`config.mk`:
```
export PLATFORM = sky130hd
export DESIGN_NAME = fcr_reporter
export DESIGN_NICKNAME = d
export VERILOG_FILES = /design/src/fcr_pkg.sv /design/src/fcr_reporter.sv
export VERILOG_INCLUDE_DIRS = /design/src /design/src/src
export SDC_FILE = /design/constraint.sdc
export NUM_CORES = 1
export LEC_CHECK = 0
export ABC_AREA = 1
export BUFFER_PORTS_ARGS = -buffer_cell sky130_fd_sc_hd__buf_2
export CORE_ASPECT_RATIO = 1.1
export CORE_MARGIN = 2
export CORE_UTILIZATION = 35
export CTS_BUF_LIST = sky130_fd_sc_hd__clkbuf_8
export DETAILED_ROUTE_END_ITERATION = 7
export PLACE_DENSITY = 0.75
export SYNTH_ARGS = -nofsm -noshare
export SYNTH_HDL_FRONTEND = slang
export SYNTH_SLANG_ARGS = --single-unit
```
`constraint.sdc`:
```
create_clock -name mclk_in -period 2.6 [get_ports mclk_in]
set_input_delay 0 -clock mclk_in [delete_from_list [all_inputs] [get_ports mclk_in]]
set_output_delay 0 -clock mclk_in [all_outputs]
set_load 0.01 [all_outputs]
```
`src/fcr_consts.svh`:
```
`ifndef FCR_CONSTS_SVH
`define FCR_CONSTS_SVH
`define FCR_ADDR_W 32
`define FCR_CODE_HIGH 24'hFFFFFF
`define FCR_BIT_SELF 7
`define FCR_OTHER_ONES 7'h60
`define FCR_SELF_MASK 7'h7C
`define FCR_OTHER_MASK 7'h1C
`define FCR_BIT_ALIGN 4
`define FCR_BIT_RUNTIME 3
`define FCR_BIT_BUSCONF 2
`define FCR_MASK_W 7
`define FCR_SYNC_DEPTH 3
`define FCR_RDY_N_IDLE 1'h1
`define FCR_RDY_RST 1'h0
`define FCR_ADDR_RST 32'h00000000
`define FCR_FAIL_N_RST 1'h1
`define FCR_HALT_RST 1'h0
`define FCR_DONE_RST 1'h0
`define FCR_WNR_READ 1'h0
`endif

```
`src/fcr_pkg.sv`:
```
package fcr_pkg;
   typedef enum logic [3:0] {
      FCR_RUN = 4'h1,
      FCR_ADDR = 4'h2,
      FCR_WAIT = 4'h4,
      FCR_HALT = 4'h8
   } fcr_state_t;
endpackage : fcr_pkg

```
`src/fcr_reporter.sv`:
```
`timescale 1ns/1ps
`include "fcr_consts.svh"
module fcr_reporter (
   input wire logic mclk_in,
   input wire logic nrst_in,
   input wire logic [4:0] self_check_fail_in,
   input wire logic image_misaligned_in,
   input wire logic runtime_error_in,
   input wire logic bus_confidence_fail_in,
   input wire logic ready_n_in,
   output logic fail_n_out,
   output logic halt_out,
   output logic [`FCR_ADDR_W-1:0] addr_out,
   output logic address_strobe_n_out,
   output logic write_not_read_out,
   output logic blast_n_out,
   output logic done_out
);
   // state machine group
   fcr_pkg::fcr_state_t state_q;
   fcr_pkg::fcr_state_t state_d;

   // fail code and status group
   logic [`FCR_ADDR_W-1:0] addr_q;
   logic [`FCR_ADDR_W-1:0] addr_d;
   logic fail_n_q;
   logic fail_n_d;
   logic halt_q;
   logic halt_d;
   logic done_q;
   logic done_d;

   // ready pin synchroniser group
   logic [`FCR_SYNC_DEPTH-1:0] rdy_sync_q;
   logic [`FCR_SYNC_DEPTH-1:0] rdy_sync_d;
   logic rdy_q;
   logic rdy_d;

   // cause decode
   logic self_err;
   logic other_err;
   logic any_err;
   logic [`FCR_MASK_W-1:0] mask_self;
   logic [`FCR_MASK_W-1:0] mask_other;
   logic [`FCR_ADDR_W-1:0] code_self;
   logic [`FCR_ADDR_W-1:0] code_other;

   // normal operation, no failure captured yet
   function automatic logic in_run(input fcr_pkg::fcr_state_t st);
      logic hit;
      hit = (st == fcr_pkg::FCR_RUN);
      return hit;
   endfunction : in_run

   // first clock of the fail code access
   function automatic logic in_addr_cycle(input fcr_pkg::fcr_state_t st);
      logic hit;
      hit = (st == fcr_pkg::FCR_ADDR);
      return hit;
   endfunction : in_addr_cycle

   // address or wait clock of the access
   function automatic logic in_access(input fcr_pkg::fcr_state_t st);
      logic hit;
      hit = (st == fcr_pkg::FCR_ADDR) || (st == fcr_pkg::FCR_WAIT);
      return hit;
   endfunction : in_access

   // access ends when filtered ready is seen in the wait clock
   function automatic logic access_done(input fcr_pkg::fcr_state_t st, input logic rdy);
      logic hit;
      hit = (st == fcr_pkg::FCR_WAIT) && rdy;
      return hit;
   endfunction : access_done

   // fail code word: all-ones top, format flag, cause mask
   function automatic logic [`FCR_ADDR_W-1:0] make_code(
      input logic self_fmt,
      input logic [`FCR_MASK_W-1:0] mask
   );
      logic [`FCR_ADDR_W-1:0] code;
      code = {`FCR_CODE_HIGH, self_fmt, mask};
      return code;
   endfunction : make_code

   // self-check mask: causes at 6..2, reserved 1..0 zero
   function automatic logic [`FCR_MASK_W-1:0] make_self_mask(input logic [4:0] causes);
      logic [`FCR_MASK_W-1:0] mask;
      mask = {causes, 2'h0} & `FCR_SELF_MASK;
      return mask;
   endfunction : make_self_mask

   // other mask: reserved ones at 6..5, causes at 4..2, reserved zeros at 1..0
   function automatic logic [`FCR_MASK_W-1:0] make_other_mask(
      input logic misaligned,
      input logic runtime,
      input logic busconf
   );
      logic [`FCR_MASK_W-1:0] mask;
      mask = `FCR_OTHER_ONES;
      mask[`FCR_BIT_ALIGN] = misaligned;
      mask[`FCR_BIT_RUNTIME] = runtime;
      mask[`FCR_BIT_BUSCONF] = busconf;
      return mask;
   endfunction : make_other_mask

   // cause decode
   assign self_err = |self_check_fail_in;
   assign other_err = image_misaligned_in | runtime_error_in | bus_confidence_fail_in;
   assign any_err = self_err | other_err;
   assign mask_self = make_self_mask(self_check_fail_in);
   assign mask_other = make_other_mask(image_misaligned_in, runtime_error_in, bus_confidence_fail_in);
   assign code_self = make_code(1'h1, mask_self);
   assign code_other = make_code(1'h0, mask_other);

   // ready pin shift chain
   generate
      for (genvar g = 0; g < `FCR_SYNC_DEPTH; g++) begin : g_rdy_sync
         if (g == 0) begin : g_first
            assign rdy_sync_d[g] = ready_n_in;
         end else begin : g_next
            assign rdy_sync_d[g] = rdy_sync_q[g-1];
         end
      end
   endgenerate

   // a pin change counts once the second and third stage agree
   always_comb begin
      rdy_d = rdy_q;
      if (rdy_sync_q[`FCR_SYNC_DEPTH-2] == rdy_sync_q[`FCR_SYNC_DEPTH-1]) begin
         rdy_d = ~rdy_sync_q[`FCR_SYNC_DEPTH-1];
      end
   end

   // synchroniser registers only
   always_ff @(posedge mclk_in or negedge nrst_in) begin
      if (!nrst_in) begin
         rdy_sync_q <= {`FCR_SYNC_DEPTH{`FCR_RDY_N_IDLE}};
         rdy_q <= `FCR_RDY_RST;
      end else begin
         rdy_sync_q <= rdy_sync_d;
         rdy_q <= rdy_d;
      end
   end

   // next state of the access sequencer
   always_comb begin
      state_d = state_q;
      unique case (state_q)
         fcr_pkg::FCR_RUN: begin
            // armed in every run phase, not only after self-check
            if (any_err) begin
               state_d = fcr_pkg::FCR_ADDR;
            end
         end
         fcr_pkg::FCR_ADDR: begin
            state_d = fcr_pkg::FCR_WAIT;
         end
         fcr_pkg::FCR_WAIT: begin
            if (access_done(state_q, rdy_q)) begin
               state_d = fcr_pkg::FCR_HALT;
            end
         end
         fcr_pkg::FCR_HALT: begin
            state_d = fcr_pkg::FCR_HALT;
         end
         default: begin
            state_d = fcr_pkg::FCR_HALT;
         end
      endcase
   end

   // state register only
   always_ff @(posedge mclk_in or negedge nrst_in) begin
      if (!nrst_in) begin
         state_q <= fcr_pkg::FCR_RUN;
      end else begin
         state_q <= state_d;
      end
   end

   // fail code, indicator, halt and completion
   always_comb begin
      addr_d = addr_q;
      fail_n_d = fail_n_q;
      halt_d = halt_q;
      done_d = done_q;
      if (in_run(state_q)) begin
         if (self_err) begin
            // self-check causes win over the others
            addr_d = code_self;
            fail_n_d = 1'h0;
            halt_d = 1'h1;
         end else if (other_err) begin
            addr_d = code_other;
            fail_n_d = 1'h0;
            halt_d = 1'h1;
         end
      end
      if (access_done(state_q, rdy_q)) begin
         done_d = 1'h1;
      end
   end

   // status registers only
   always_ff @(posedge mclk_in or negedge nrst_in) begin
      if (!nrst_in) begin
         addr_q <= `FCR_ADDR_RST;
         fail_n_q <= `FCR_FAIL_N_RST;
         halt_q <= `FCR_HALT_RST;
         done_q <= `FCR_DONE_RST;
      end else begin
         addr_q <= addr_d;
         fail_n_q <= fail_n_d;
         halt_q <= halt_d;
         done_q <= done_d;
      end
   end

   // strobe in the first access clock, last-transfer low through the wait
   assign address_strobe_n_out = ~in_addr_cycle(state_q);
   assign blast_n_out = ~in_access(state_q);
   assign write_not_read_out = `FCR_WNR_READ;
   assign fail_n_out = fail_n_q;
   assign halt_out = halt_q;
   assign addr_out = addr_q;
   assign done_out = done_q;
endmodule : fcr_reporter

```
Word-level counts from Yosys, hierarchy flattened
Cells that the tools add are included.
- add/sub/neg operators: 0
- multiply operators: 0
- divide/modulo/power cells: 0
- $lt $le $gt $ge: 0
- equality and inequality tests: 6
- shift-type cells: 0
- multiplexer cells: 9
- bitwise logic cells: 6
- reductions and logical operators: 6
- operator list (cell ; number):
    2-to-1 mux 32 bit ; 2
    one-hot mux 4 bit (3 select lines) ; 1
    2-to-1 mux 4 bit ; 2
    OR reduction 5 bit ; 1
    equality test 4 x 1 -> 1 bit (second input constant) ; 1
    equality test 4 x 2 -> 1 bit (second input constant) ; 1
    equality test 4 x 3 -> 1 bit (second input constant) ; 1
    2-to-1 mux 1 bit ; 4
    AND reduction 2 bit ; 2
    NOT 1 bit ; 3
    bitwise OR 1 bit ; 3
    != test 2 x 1 -> 1 bit (second input constant) ; 1
    != test 2 bit (second input constant) ; 1
    nonzero test 2 bit ; 1
    equality test 1 bit ; 1
    logical AND 1 bit ; 1
    logical OR 1 bit ; 1
- register bits: 43
- latch bits: 0
- memory bits (writable): 0
- memory bits (read-only): 0
- input port bits: 11
- output and inout bits: 38
- word-level logic and storage cells: 34
- memories kept: 0

Longest topological paths before layout
Gate-level depths: netlist of the first run.
- depth after elaboration: 5
- depth in mapped cells: 6
- gate-level depth less buffers: 6

Worst setup path after synthesis of the first run
No wires, ideal clock.
- kind: register to register
- from: register state_q[0]
- to: register addr_q[2], in the netlist addr_out[2]
- setup time: 0.116 ns
- arrival time: 0.911 ns
- data required time: 2.484 ns
- setup slack: 1.573 ns
- stages on the path, launching flop included: 6
- path buffers: 0
- clock period less this slack: 1.027 ns
- path through: dfstp_2 -> nand3_2 -> inv_2 -> o21ai_4 -> nand2_1 -> nand2_1
- longest elaborated chain between the ends: 2
- ends and longest elaborated chain (what ; line ; RTL):
    from (decl) ; fcr_reporter.sv:20 ; fcr_pkg::fcr_state_t state_q;
    from (signal assigned) ; fcr_reporter.sv:176 ; state_q <= fcr_pkg::FCR_RUN;
    from (signal assigned) ; fcr_reporter.sv:178 ; state_q <= state_d;
    equality test 4 x 1 -> 1 bit ; fcr_reporter.sv:51 ; hit = (st == fcr_pkg::FCR_RUN);
    AND reduction 2 bit (no source line) ; - ;
    to (signal assigned) ; fcr_reporter.sv:208 ; addr_q <= `FCR_ADDR_RST;
    to (signal assigned) ; fcr_reporter.sv:213 ; addr_q <= addr_d;
    to (decl) ; fcr_reporter.sv:24 ; logic [`FCR_ADDR_W-1:0] addr_q;
Every way passes these cells.
A chain may end at the register's enable or synchronous reset.

Worst setup path after layout of the first run
- from: register state_q[0]
- to: output port blast_n_out
- longest elaborated chain between the ends: 3
- elaborated cells on any way between the ends: 4
- classes of those cells: eq/ne: 2; bitwise: 1; reduce/logical: 1
- ends and longest elaborated chain (what ; line ; RTL):
    equality test 4 x 2 -> 1 bit / equality test 4 x 3 -> 1 bit (equally long branches) ; fcr_reporter.sv:65 ; hit = (st == fcr_pkg::FCR_ADDR) || (st == fcr_pkg::FCR_WAIT);
    logical OR 1 bit (*) ; fcr_reporter.sv:65 ;
    NOT 1 bit (*) ; fcr_reporter.sv:222 ; assign blast_n_out = ~in_access(state_q);
    to (decl) ; fcr_reporter.sv:16 ; output logic blast_n_out,
Mark *: on every way between the ends. The rest lies on a longest branch, timed or not.

==> results of run 1 <==
## synthesized netlist by cell type (all sizes together)
| library cell | n | share of area (%) |
|---|---|---|
| o21ai | 4 | 3.3 |
| inv | 14 | 5.5 |
| a21o | 1 | 0.79 |
| nor2 | 10 | 6.1 |
| o21bai | 3 | 2.4 |
| buf | 27 | 21 |
| nand3 | 7 | 5.5 |
| dfstp | 5 | 14 |
| conb | 1 | 0.40 |
| nand2 | 23 | 9.1 |
| dfrtp | 12 | 32 |
## registers in the layout, indices dropped and copies added, names as in the netlist
signal      flops
addr_out        7
state_q         4
rdy_sync_q      3
done_out        1
fail_n_out      1
rdy_q           1
## worst paths after layout
check / cells after the start / start / endpoint
worst min register to register: 0 / rdy_sync_q[0] / rdy_sync_q[1]
max in group asynchronous: 2 / nrst_in / fail_n_out
worst max-delay path: 5 / state_q[0] / blast_n_out
worst max register to register: 5 / state_q[0] / addr_out[4]
min in group asynchronous: 2 / nrst_in / done_out
worst min-delay path: 4 / self_check_fail_in[0] / addr_out[2]
## per-stage QoR
stage	worst slack [ps]	instance area, sq um	power (mW)	cells	util [%]
3_5_place_dp	1496	1017	0.3196	158	39.99
4_1_cts	1335	1084	0.5136	164	42.60
2_1_floorplan	1573	955.9	0.3024	109	-
3_3_place_gp	1539	1017	0.3177	158	39.99
5_1_grt	1259	1084	0.5358	164	42.60
6_report	1345	1084	0.5079	164	42.60
## cells by family after synthesis
| group | share of synthesized area [%] |
|---|---|
| buf+inv | 26.91 |
| simple gates | 20.71 |
| flops | 45.52 |
| compound gates | 6.465 |
| other cells | 0.3954 |
## metal layers
metal	vias up	wire, um
met5	-	0
met1	322	576
li1	345	-
met4	0	59
met2	38	801
met3	5	114
## power by group
| group | total, mW | leakage (nW) | internal, mW | switching (mW) |
|---|---|---|---|---|
| registers | 0.278 | 0.194 | 0.274 | 0.00450 |
| logic | 0.0381 | 0.343 | 0.0158 | 0.0223 |
| clock network | 0.192 | 0.0255 | 0.106 | 0.0854 |
## tightest hold or removal path, delay by kind of cell
kind            cells  cell delay (ps)
compound gates      1              100
buf+inv             1              110
simple gates        2              100
## repair_timing
| item | in CTS | in global routing |
|---|---|---|
| endpoints found under the setup margin | 0 | 0 |
| hold buffers | 2 | 0 |
| hold endpoints to repair | 18 | 0 |
## final cells by class
cell class                 instances  area share [%]
tap                               31           3.580
inverter                          14           4.850
sequential                        17           39.84
clock inverter                     1          0.4619
timing repair buffer              47           22.63
multi-input combinational         51           24.83
clock buffer                       3           3.811
==> results.py, run 1 <==
metrics = {
    "timing": {
        "holdWs_ps": 97.26,
        "setup_viol": 0,
        "hold_viol_final": 0,
        "tightest_slew_ps": 508.1,
        "fin_skew_ps": 4.593,
        "period_share_pct": 48.28,
        "max_freq_mhz": 796.7,
        "period_needed_ps": 1255,
        "grt_setup_unrepaired": "no",
        "tns_ps": 0,
        "final-max-slew-violation-count": 0,
        "slew_headroom_pct": 66.12,
    },
    "setup_path": {
        "startpoint_type": "register",
        "worst-path-buf-inv": 3,
        "r2r_slack_ps": 1480,
        "critPathRequiredTime_ps": 2600,
        "critPathTopFamily": "flip-flops",
        "cp_cell_sequence": "inv_1 > nand3_1 > inv_1 > nor2_1 > buf_2",
        "worstPathArrival_ps": 1260,
        "path_class": "reg -> out",
        "slowest_stage": "dfstp_2",
        "cp_common_cell": "inv_1",
        "worst_setup_path_end_kind": "output pin",
        "cpPeakStageDelay_ps": 550,
        "cp_max_fo": 3,
    },
    "pwr": {
        "p_leak_nw": 0.5626,
        "ir_worst_vdd_mv": 0.2711,
        "power_per_cell_area_nw_per_um2": 468.7,
    },
    "floorplan": {
        "core_area_sq_um": 2544,
        "die_x_um": 53.63,
        "die-area_sq_um": 3142,
        "ioPinCount": 49,
        "rows": 19,
        "dieHeight_um": 58.60,
        "start_util_pct": 37.28,
    },
    "layout": {
        "seqCellArea_sq_um": 431.7,
        "fillerInstances": 265,
        "diodes": 0,
        "drive_above_1_share_pct": 46.62,
        "final_nets": 145,
        "final_cell_mix": "buf_2, nand2_1, inv_1",
        "final_common_cell": "buf_2",
        "area.growth.synth_to_final_pct": 14.25,
        "multi_input_area_sq_um": 269.0,
    },
    "detailed_routing": {
        "wire_per_inst_um": 9.463,
        "drc": 0,
        "viasPerCell": 4.329,
        "drtIter0Drc": 15,
        "drtAntennaViolNets": 0,
        "vias": 710,
        "dr.pass1.iters": 4,
        "routed_wl_um": 1552,
    },
    "global_route": {
        "grt_pass1_wl_um": 2670,
        "use_met3_pct": 1.523,
        "antenna_found_initial": 0,
        "grt_max_degree": 27,
        "overflow": 0,
        "track_usage_pct": 11.79,
        "grt.busiest_layer": "met2",
        "grt_pass1_vias": 657,
        "grtUsageMet1_pct": 12.75,
        "use_met2_pct": 19.93,
    },
    "clock_tree": {
        "cts_root_buf": "clkbuf_8",
        "cts_made_buffers": 3,
        "htreeDepth": 1,
        "postCtsResizedCells": 0,
        "ctsLongestPathBuffers": 2,
        "cts_tree": "yes",
        "clkTransAtPathRegs_ps": 60,
        "clkSinkCount": 17,
        "clock_latency_ps": 250,
        "post_cts.repair.setup_buffers": 0,
    },
    "outcome": {
        "status": "complete, no violations",
    },
    "synth": {
        "mappedNetlistArea_sq_um": 948.4,
        "synth_cell_type_count": 17,
        "synthCells": 107,
        "ys_seq_elements": 17,
        "syn_area_per_cell_sq_um": 8.864,
        "ys_seq_area_share_pct": 45.51,
        "yosysWarnings": 0,
    },
    "place": {
        "dp_hpwl_um": 1286,
        "gp_congestion": 0.7465,
        "io_buffers": 45,
    },
    "run": {
        "drv_cap": 0,
    },
    "worst_hold_path": {
        "hp-class": "in -> reg",
    },
}
Note: power is estimated with default switching activity, not from simulation.
==> run 2: changes to the inputs <==
==> constraint.sdc (replaced) <==
create_clock -name mclk_in -period 1.2 [get_ports mclk_in]
set_input_delay 0 -clock mclk_in [delete_from_list [all_inputs] [get_ports mclk_in]]
set_output_delay 0 -clock mclk_in [all_outputs]
set_load 0.01 [all_outputs]
==> run 2 against run 1 <==
Routed wire length grew 11%. Critical path depth is the same. The run now ends with setup timing left. Sequential power grew 120%. Sequential cell count is the same. Sequential share of layout area shrank 1.2 points. Critical path type unchanged. Die area is the same. Clock power grew 110%.
==> results.py, run 2 (synthesized netlist as in run 1, its figures left out) <==
metrics = {
    "layout": {
        "largest_reg_flops": 7,
        "multi_input_area_sq_um": 284.0,
        "final_common_cell": "buf_2",
        "final_cell_mix": "buf_2, nand2_1, inv_1",
        "seqCellArea_sq_um": 432.9,
        "fillerInstances": 244,
        "design_area_sq_um": 1121,
        "drive_above_1_share_pct": 50.00,
        "final_nets": 148,
        "diodes": 0,
        "area.growth.synth_to_final_pct": 18.21,
    },
    "global_route": {
        "grt_max_degree": 27,
        "antenna_found_initial": 0,
        "grt_pass1_vias": 692,
        "track_usage_pct": 12.34,
        "overflow": 0,
        "grt_pass1_wl_um": 2801,
    },
    "floorplan": {
        "dieHeight_um": 58.60,
        "start_util_pct": 37.28,
        "core_area_sq_um": 2544,
        "rows": 19,
        "die-area_sq_um": 3142,
        "die_x_um": 53.63,
        "ioPinCount": 49,
    },
    "detailed_routing": {
        "routed.top_layer": "met4",
        "wl_met3_um": 110,
        "wire_per_inst_um": 10.36,
        "wl_met1_um": 605,
        "wl_met2_um": 950,
        "drc": 0,
        "routed_wl_um": 1730,
        "drtAntennaViolNets": 0,
        "drtIter0Drc": 8,
        "viasPerCell": 4.359,
        "vias": 728,
        "dr.pass1.iters": 4,
    },
    "pwr": {
        "power_per_cell_area_nw_per_um2": 973.5,
        "ir_worst_vdd_mv": 0.7182,
        "power_mw": 1.091,
        "p_leak_nw": 0.5772,
    },
    "setup_path": {
        "startpoint_type": "register",
        "worstPathArrival_ps": 1220,
        "path_class": "reg -> out",
        "worst_setup_path_end_kind": "output pin",
        "cp_max_fo": 3,
        "critPathRequiredTime_ps": 1200,
    },
    "timing": {
        "hold_viol_final": 0,
        "layout_setup_ws_ps": -24.19,
        "tns_ps": -24.19,
        "fin_skew_ps": 0.9011,
        "period_share_pct": 102.0,
        "max_freq_mhz": 816.9,
        "setup_viol": 1,
        "grt_setup_unrepaired": "yes",
        "final-max-slew-violation-count": 0,
        "holdWs_ps": 103.6,
        "period_needed_ps": 1224,
    },
    "place": {
        "io_buffers": 45,
        "dp_hpwl_um": 1392,
        "place_area_sq_um": 1017,
        "gp_congestion": 0.7521,
    },
    "clock_tree": {
        "ctsLongestPathBuffers": 2,
        "clkSinkCount": 17,
        "cts_tree": "yes",
        "cts_root_buf": "clkbuf_8",
        "cts_made_buffers": 3,
        "clkTransAtPathRegs_ps": 60,
        "clock_latency_ps": 240,
        "htreeDepth": 1,
    },
    "outcome": {
        "violations": "setup timing",
        "status": "finished, violations left",
    },
    "worst_hold_path": {
        "hp-class": "in -> reg",
    },
    "run": {
        "drv_cap": 0,
    },
}
[run 2: per-stage QoR]
| stage | setup slack, ps | util, % | std cells |
|---|---|---|---|
| global route | -68.22 | 44.07 | 167 |
| CTS | -14.29 | 43.34 | 166 |
| finish | -24.19 | 44.07 | 167 |
| global placement | 138.4 | 39.99 | 158 |
| detailed placement | 75.90 | 39.99 | 158 |
| floorplan | 172.7 | - | 109 |
[run 2: layout make-up]
type | instances | share of cell area (%)
clock buffer | 3 | 3.683
clock inverter | 1 | 0.3348
inverter | 14 | 4.687
multi-input combinational | 51 | 25.33
sequential | 17 | 38.62
tap | 31 | 3.460
timing repair buffer | 50 | 23.88
[run 2: layer usage]
metal	up-vias	global-route usage, %
met5	-	0
met4	0	10.62
met3	6	0.7614
met2	37	23.10
met1	335	11.68
li1	350	-
[run 2: final timing paths]
kind / from / to / slack (ps) / cells after the start
worst max-delay path: state_q[0] / blast_n_out / -20 / 5
worst min-delay path: self_check_fail_in[0] / addr_out[2] / 100 / 4
worst max register to register: state_q[3] / addr_out[4] / 50 / 6
worst min register to register: rdy_sync_q[0] / rdy_sync_q[1] / 360 / 0
max in group asynchronous: nrst_in / fail_n_out / 700 / 2
min in group asynchronous: nrst_in / done_out / 190 / 2
[run 2: repair_timing]
action	in CTS	in global routing
gates resized for setup	1	5
setup buffers	2	1
pin swaps	2	3
hold buffers	2	0
hold endpoints to repair	18	0
endpoints found under the setup margin	1	32
[run 2: power by group]
group | internal (mW) | total (mW) | switching [mW]
sequential | 0.593 | 0.603 | 0.0103
combinational | 0.0341 | 0.0837 | 0.0496
clock | 0.226 | 0.404 | 0.178
[run 2: worst max-delay path, stage by stage (launching register included)]
cell,delay [ps]
dfstp_2,560
nor2_1,50
nand3_1,90
inv_1,70
nor2_1,80
buf_2,130
==> run 3: changes to the inputs <==
--- a/config.mk
+++ b/config.mk
@@ -12,8 +12,10 @@
 export CORE_MARGIN = 2
 export CORE_UTILIZATION = 35
 export CTS_BUF_LIST = sky130_fd_sc_hd__clkbuf_8
+export CTS_CLUSTER_DIAMETER = 150
 export DETAILED_ROUTE_END_ITERATION = 7
 export PLACE_DENSITY = 0.75
+export SETUP_SLACK_MARGIN = 0.15
 export SYNTH_ARGS = -nofsm -noshare
 export SYNTH_HDL_FRONTEND = slang
 export SYNTH_SLANG_ARGS = --single-unit
==> run 3 against run 2 <==
The run still ends with setup timing left. Global-route usage stayed put. Worst setup slack better by 11 ps. Via count rose by 0.14%. Sequential share of layout area shrank 1.1 points. Count of clock-buffer cells in the layout stayed put. Design area increased by 3.5%. Hold slack improved by 4.6 ps. Maximum frequency rose by 0.94%. Critical endpoint unchanged. Largest cell class unchanged.
==> results.py, run 3 (synthesized netlist as in run 1, its figures left out) <==
metrics = {
    "setup_path": {
        "slowest_stage": "dfstp_2",
        "cp_cell_sequence": "inv_1 > nand3_2 > inv_2 > nor2_1 > buf_2",
        "path_class": "reg -> out",
        "cp_max_fo": 3,
        "critPathTopFamily": "flip-flops",
        "r2r_slack_ps": 40,
        "r2r_end": "state_q[3]",
        "ff2ff_path_depth": 6,
        "worst-path-buf-inv": 3,
        "rr_startpoint": "state_q[3]",
        "worst_setup_path_end_kind": "output pin",
        "cpPeakStageDelay_ps": 560,
        "worstPathArrival_ps": 1210,
        "critPathRequiredTime_ps": 1200,
        "startpoint_type": "register",
    },
    "pwr": {
        "p_leak_nw": 0.5913,
        "power_per_cell_area_nw_per_um2": 945.3,
        "ir_worst_vdd_mv": 0.7189,
    },
    "detailed_routing": {
        "drtAntennaViolNets": 0,
        "vias": 729,
        "drtIter0Drc": 5,
        "dr.pass1.iters": 4,
        "drc": 0,
        "viasPerCell": 4.314,
        "routed_wl_um": 1760,
        "wire_per_inst_um": 10.41,
    },
    "outcome": {
        "status": "finished, violations left",
        "violations": "setup timing",
    },
    "timing": {
        "period_needed_ps": 1213,
        "setup_viol": 2,
        "tns_ps": -14.95,
        "hold_viol_final": 0,
        "final-max-slew-violation-count": 0,
        "max_freq_mhz": 824.6,
        "grt_setup_unrepaired": "yes",
        "holdWs_ps": 108.2,
        "fin_skew_ps": 1.387,
        "period_share_pct": 101.1,
        "layout_setup_ws_ps": -12.76,
    },
    "clock_tree": {
        "clkSinkCount": 17,
        "ctsLongestPathBuffers": 2,
        "clock_latency_ps": 250,
        "cts_tree": "yes",
        "cts_root_buf": "clkbuf_8",
        "cts_made_buffers": 3,
        "clkTransAtPathRegs_ps": 60,
        "htreeDepth": 1,
    },
    "layout": {
        "final_common_cell": "buf_2",
        "diodes": 0,
        "final_cell_mix": "buf_2, nand2_1, inv_1",
        "area.growth.synth_to_final_pct": 22.30,
        "final_nets": 150,
        "fin_util_pct": 45.60,
        "drive_above_1_share_pct": 52.17,
        "largest_reg_flops": 7,
    },
    "global_route": {
        "track_usage_pct": 12.34,
        "grt_pass1_vias": 690,
        "grtUsageMet1_pct": 11.68,
        "grt_max_degree": 27,
        "grt_pass1_wl_um": 2801,
        "overflow": 0,
        "use_met2_pct": 23.10,
        "use_met3_pct": 0.7614,
        "antenna_found_initial": 0,
        "grt.busiest_layer": "met2",
    },
    "floorplan": {
        "ioPinCount": 49,
        "die-area_sq_um": 3142,
        "dieHeight_um": 58.60,
        "start_util_pct": 37.28,
        "core_area_sq_um": 2544,
        "rows": 19,
        "die_x_um": 53.63,
    },
    "place": {
        "gp_congestion": 0.7521,
        "io_buffers": 45,
        "dp_hpwl_um": 1392,
    },
    "worst_hold_path": {
        "hp-class": "in -> reg",
        "hp-start": "self_check_fail_in[0]",
        "hold-path-endpoint": "addr_out[2]",
        "min_path_cells": 4,
    },
    "run": {
        "drv_cap": 0,
    },
}
[run 3: cell types whose count changed in the layout (fill, tap and decap cells not counted), sizes merged]
cell,change
buf,+2
[run 3: per-layer routing]
layer / up-vias / part of all wire, %
li1: 353 / -
met4: 0 / 2.8
met5: - / 0
met1: 337 / 36
met2: 35 / 55
met3: 4 / 6.2
[run 3: how the worst max path moves through the flow]
stage                  end  cells after the start  startpoint  slack, ps
2_1_floorplan  addr_out[2]                      5  state_q[0]        170
3_3_place_gp   addr_out[2]                      5  state_q[0]        140
3_5_place_dp   addr_out[2]                      5  state_q[0]         80
4_1_cts        blast_n_out                      5  state_q[0]        -10
5_1_grt        blast_n_out                      5  state_q[0]        -70
6_report       blast_n_out                      5  state_q[0]        -10
[run 3: tightest hold or removal path, cell delays in order]
cell,delay [ps]
buf_2,110
o21bai_1,100
nand2_1,50
nand2_1,60
[run 3: layout make-up]
cell class                      count  area [sq um]
Multi-Input combinational cell     51         299.0
Fill cell                         241          1384
Tap cell                           31         38.79
Inverter                           14         55.05
Clock inverter                      1         3.754
Timing Repair Buffer               52         286.5
Clock buffer                        3         41.29
Sequential cell                    17         435.4
[run 3: repair_timing]
item                                    4_1_cts  5_1_grt
gates resized for setup                       4       10
endpoints found under the setup margin       33       39
endpoints found under the hold margin        18        0
hold buffers                                  2        0
pin swaps                                     5        9
buffers inserted                              2        3
[run 3: power breakdown]
group / switching, mW / total [mW] / internal [mW]
registers: 0.0122 / 0.605 / 0.593
clock network: 0.181 / 0.408 / 0.227
logic: 0.0497 / 0.0836 / 0.0339
total: 0.243 / 1.10 / 0.853
[run 3: through the flow]
stage	total power [mW]	std cells	setup WS (ps)	cell area, sq um
floorplan	0.6552	109	172.7	955.9
global placement	0.6885	158	138.4	1017
detailed placement	0.6941	158	75.90	1017
CTS	1.102	166	-14.29	1109
global route	1.144	169	-68.19	1160
finish	1.096	169	-12.76	1160
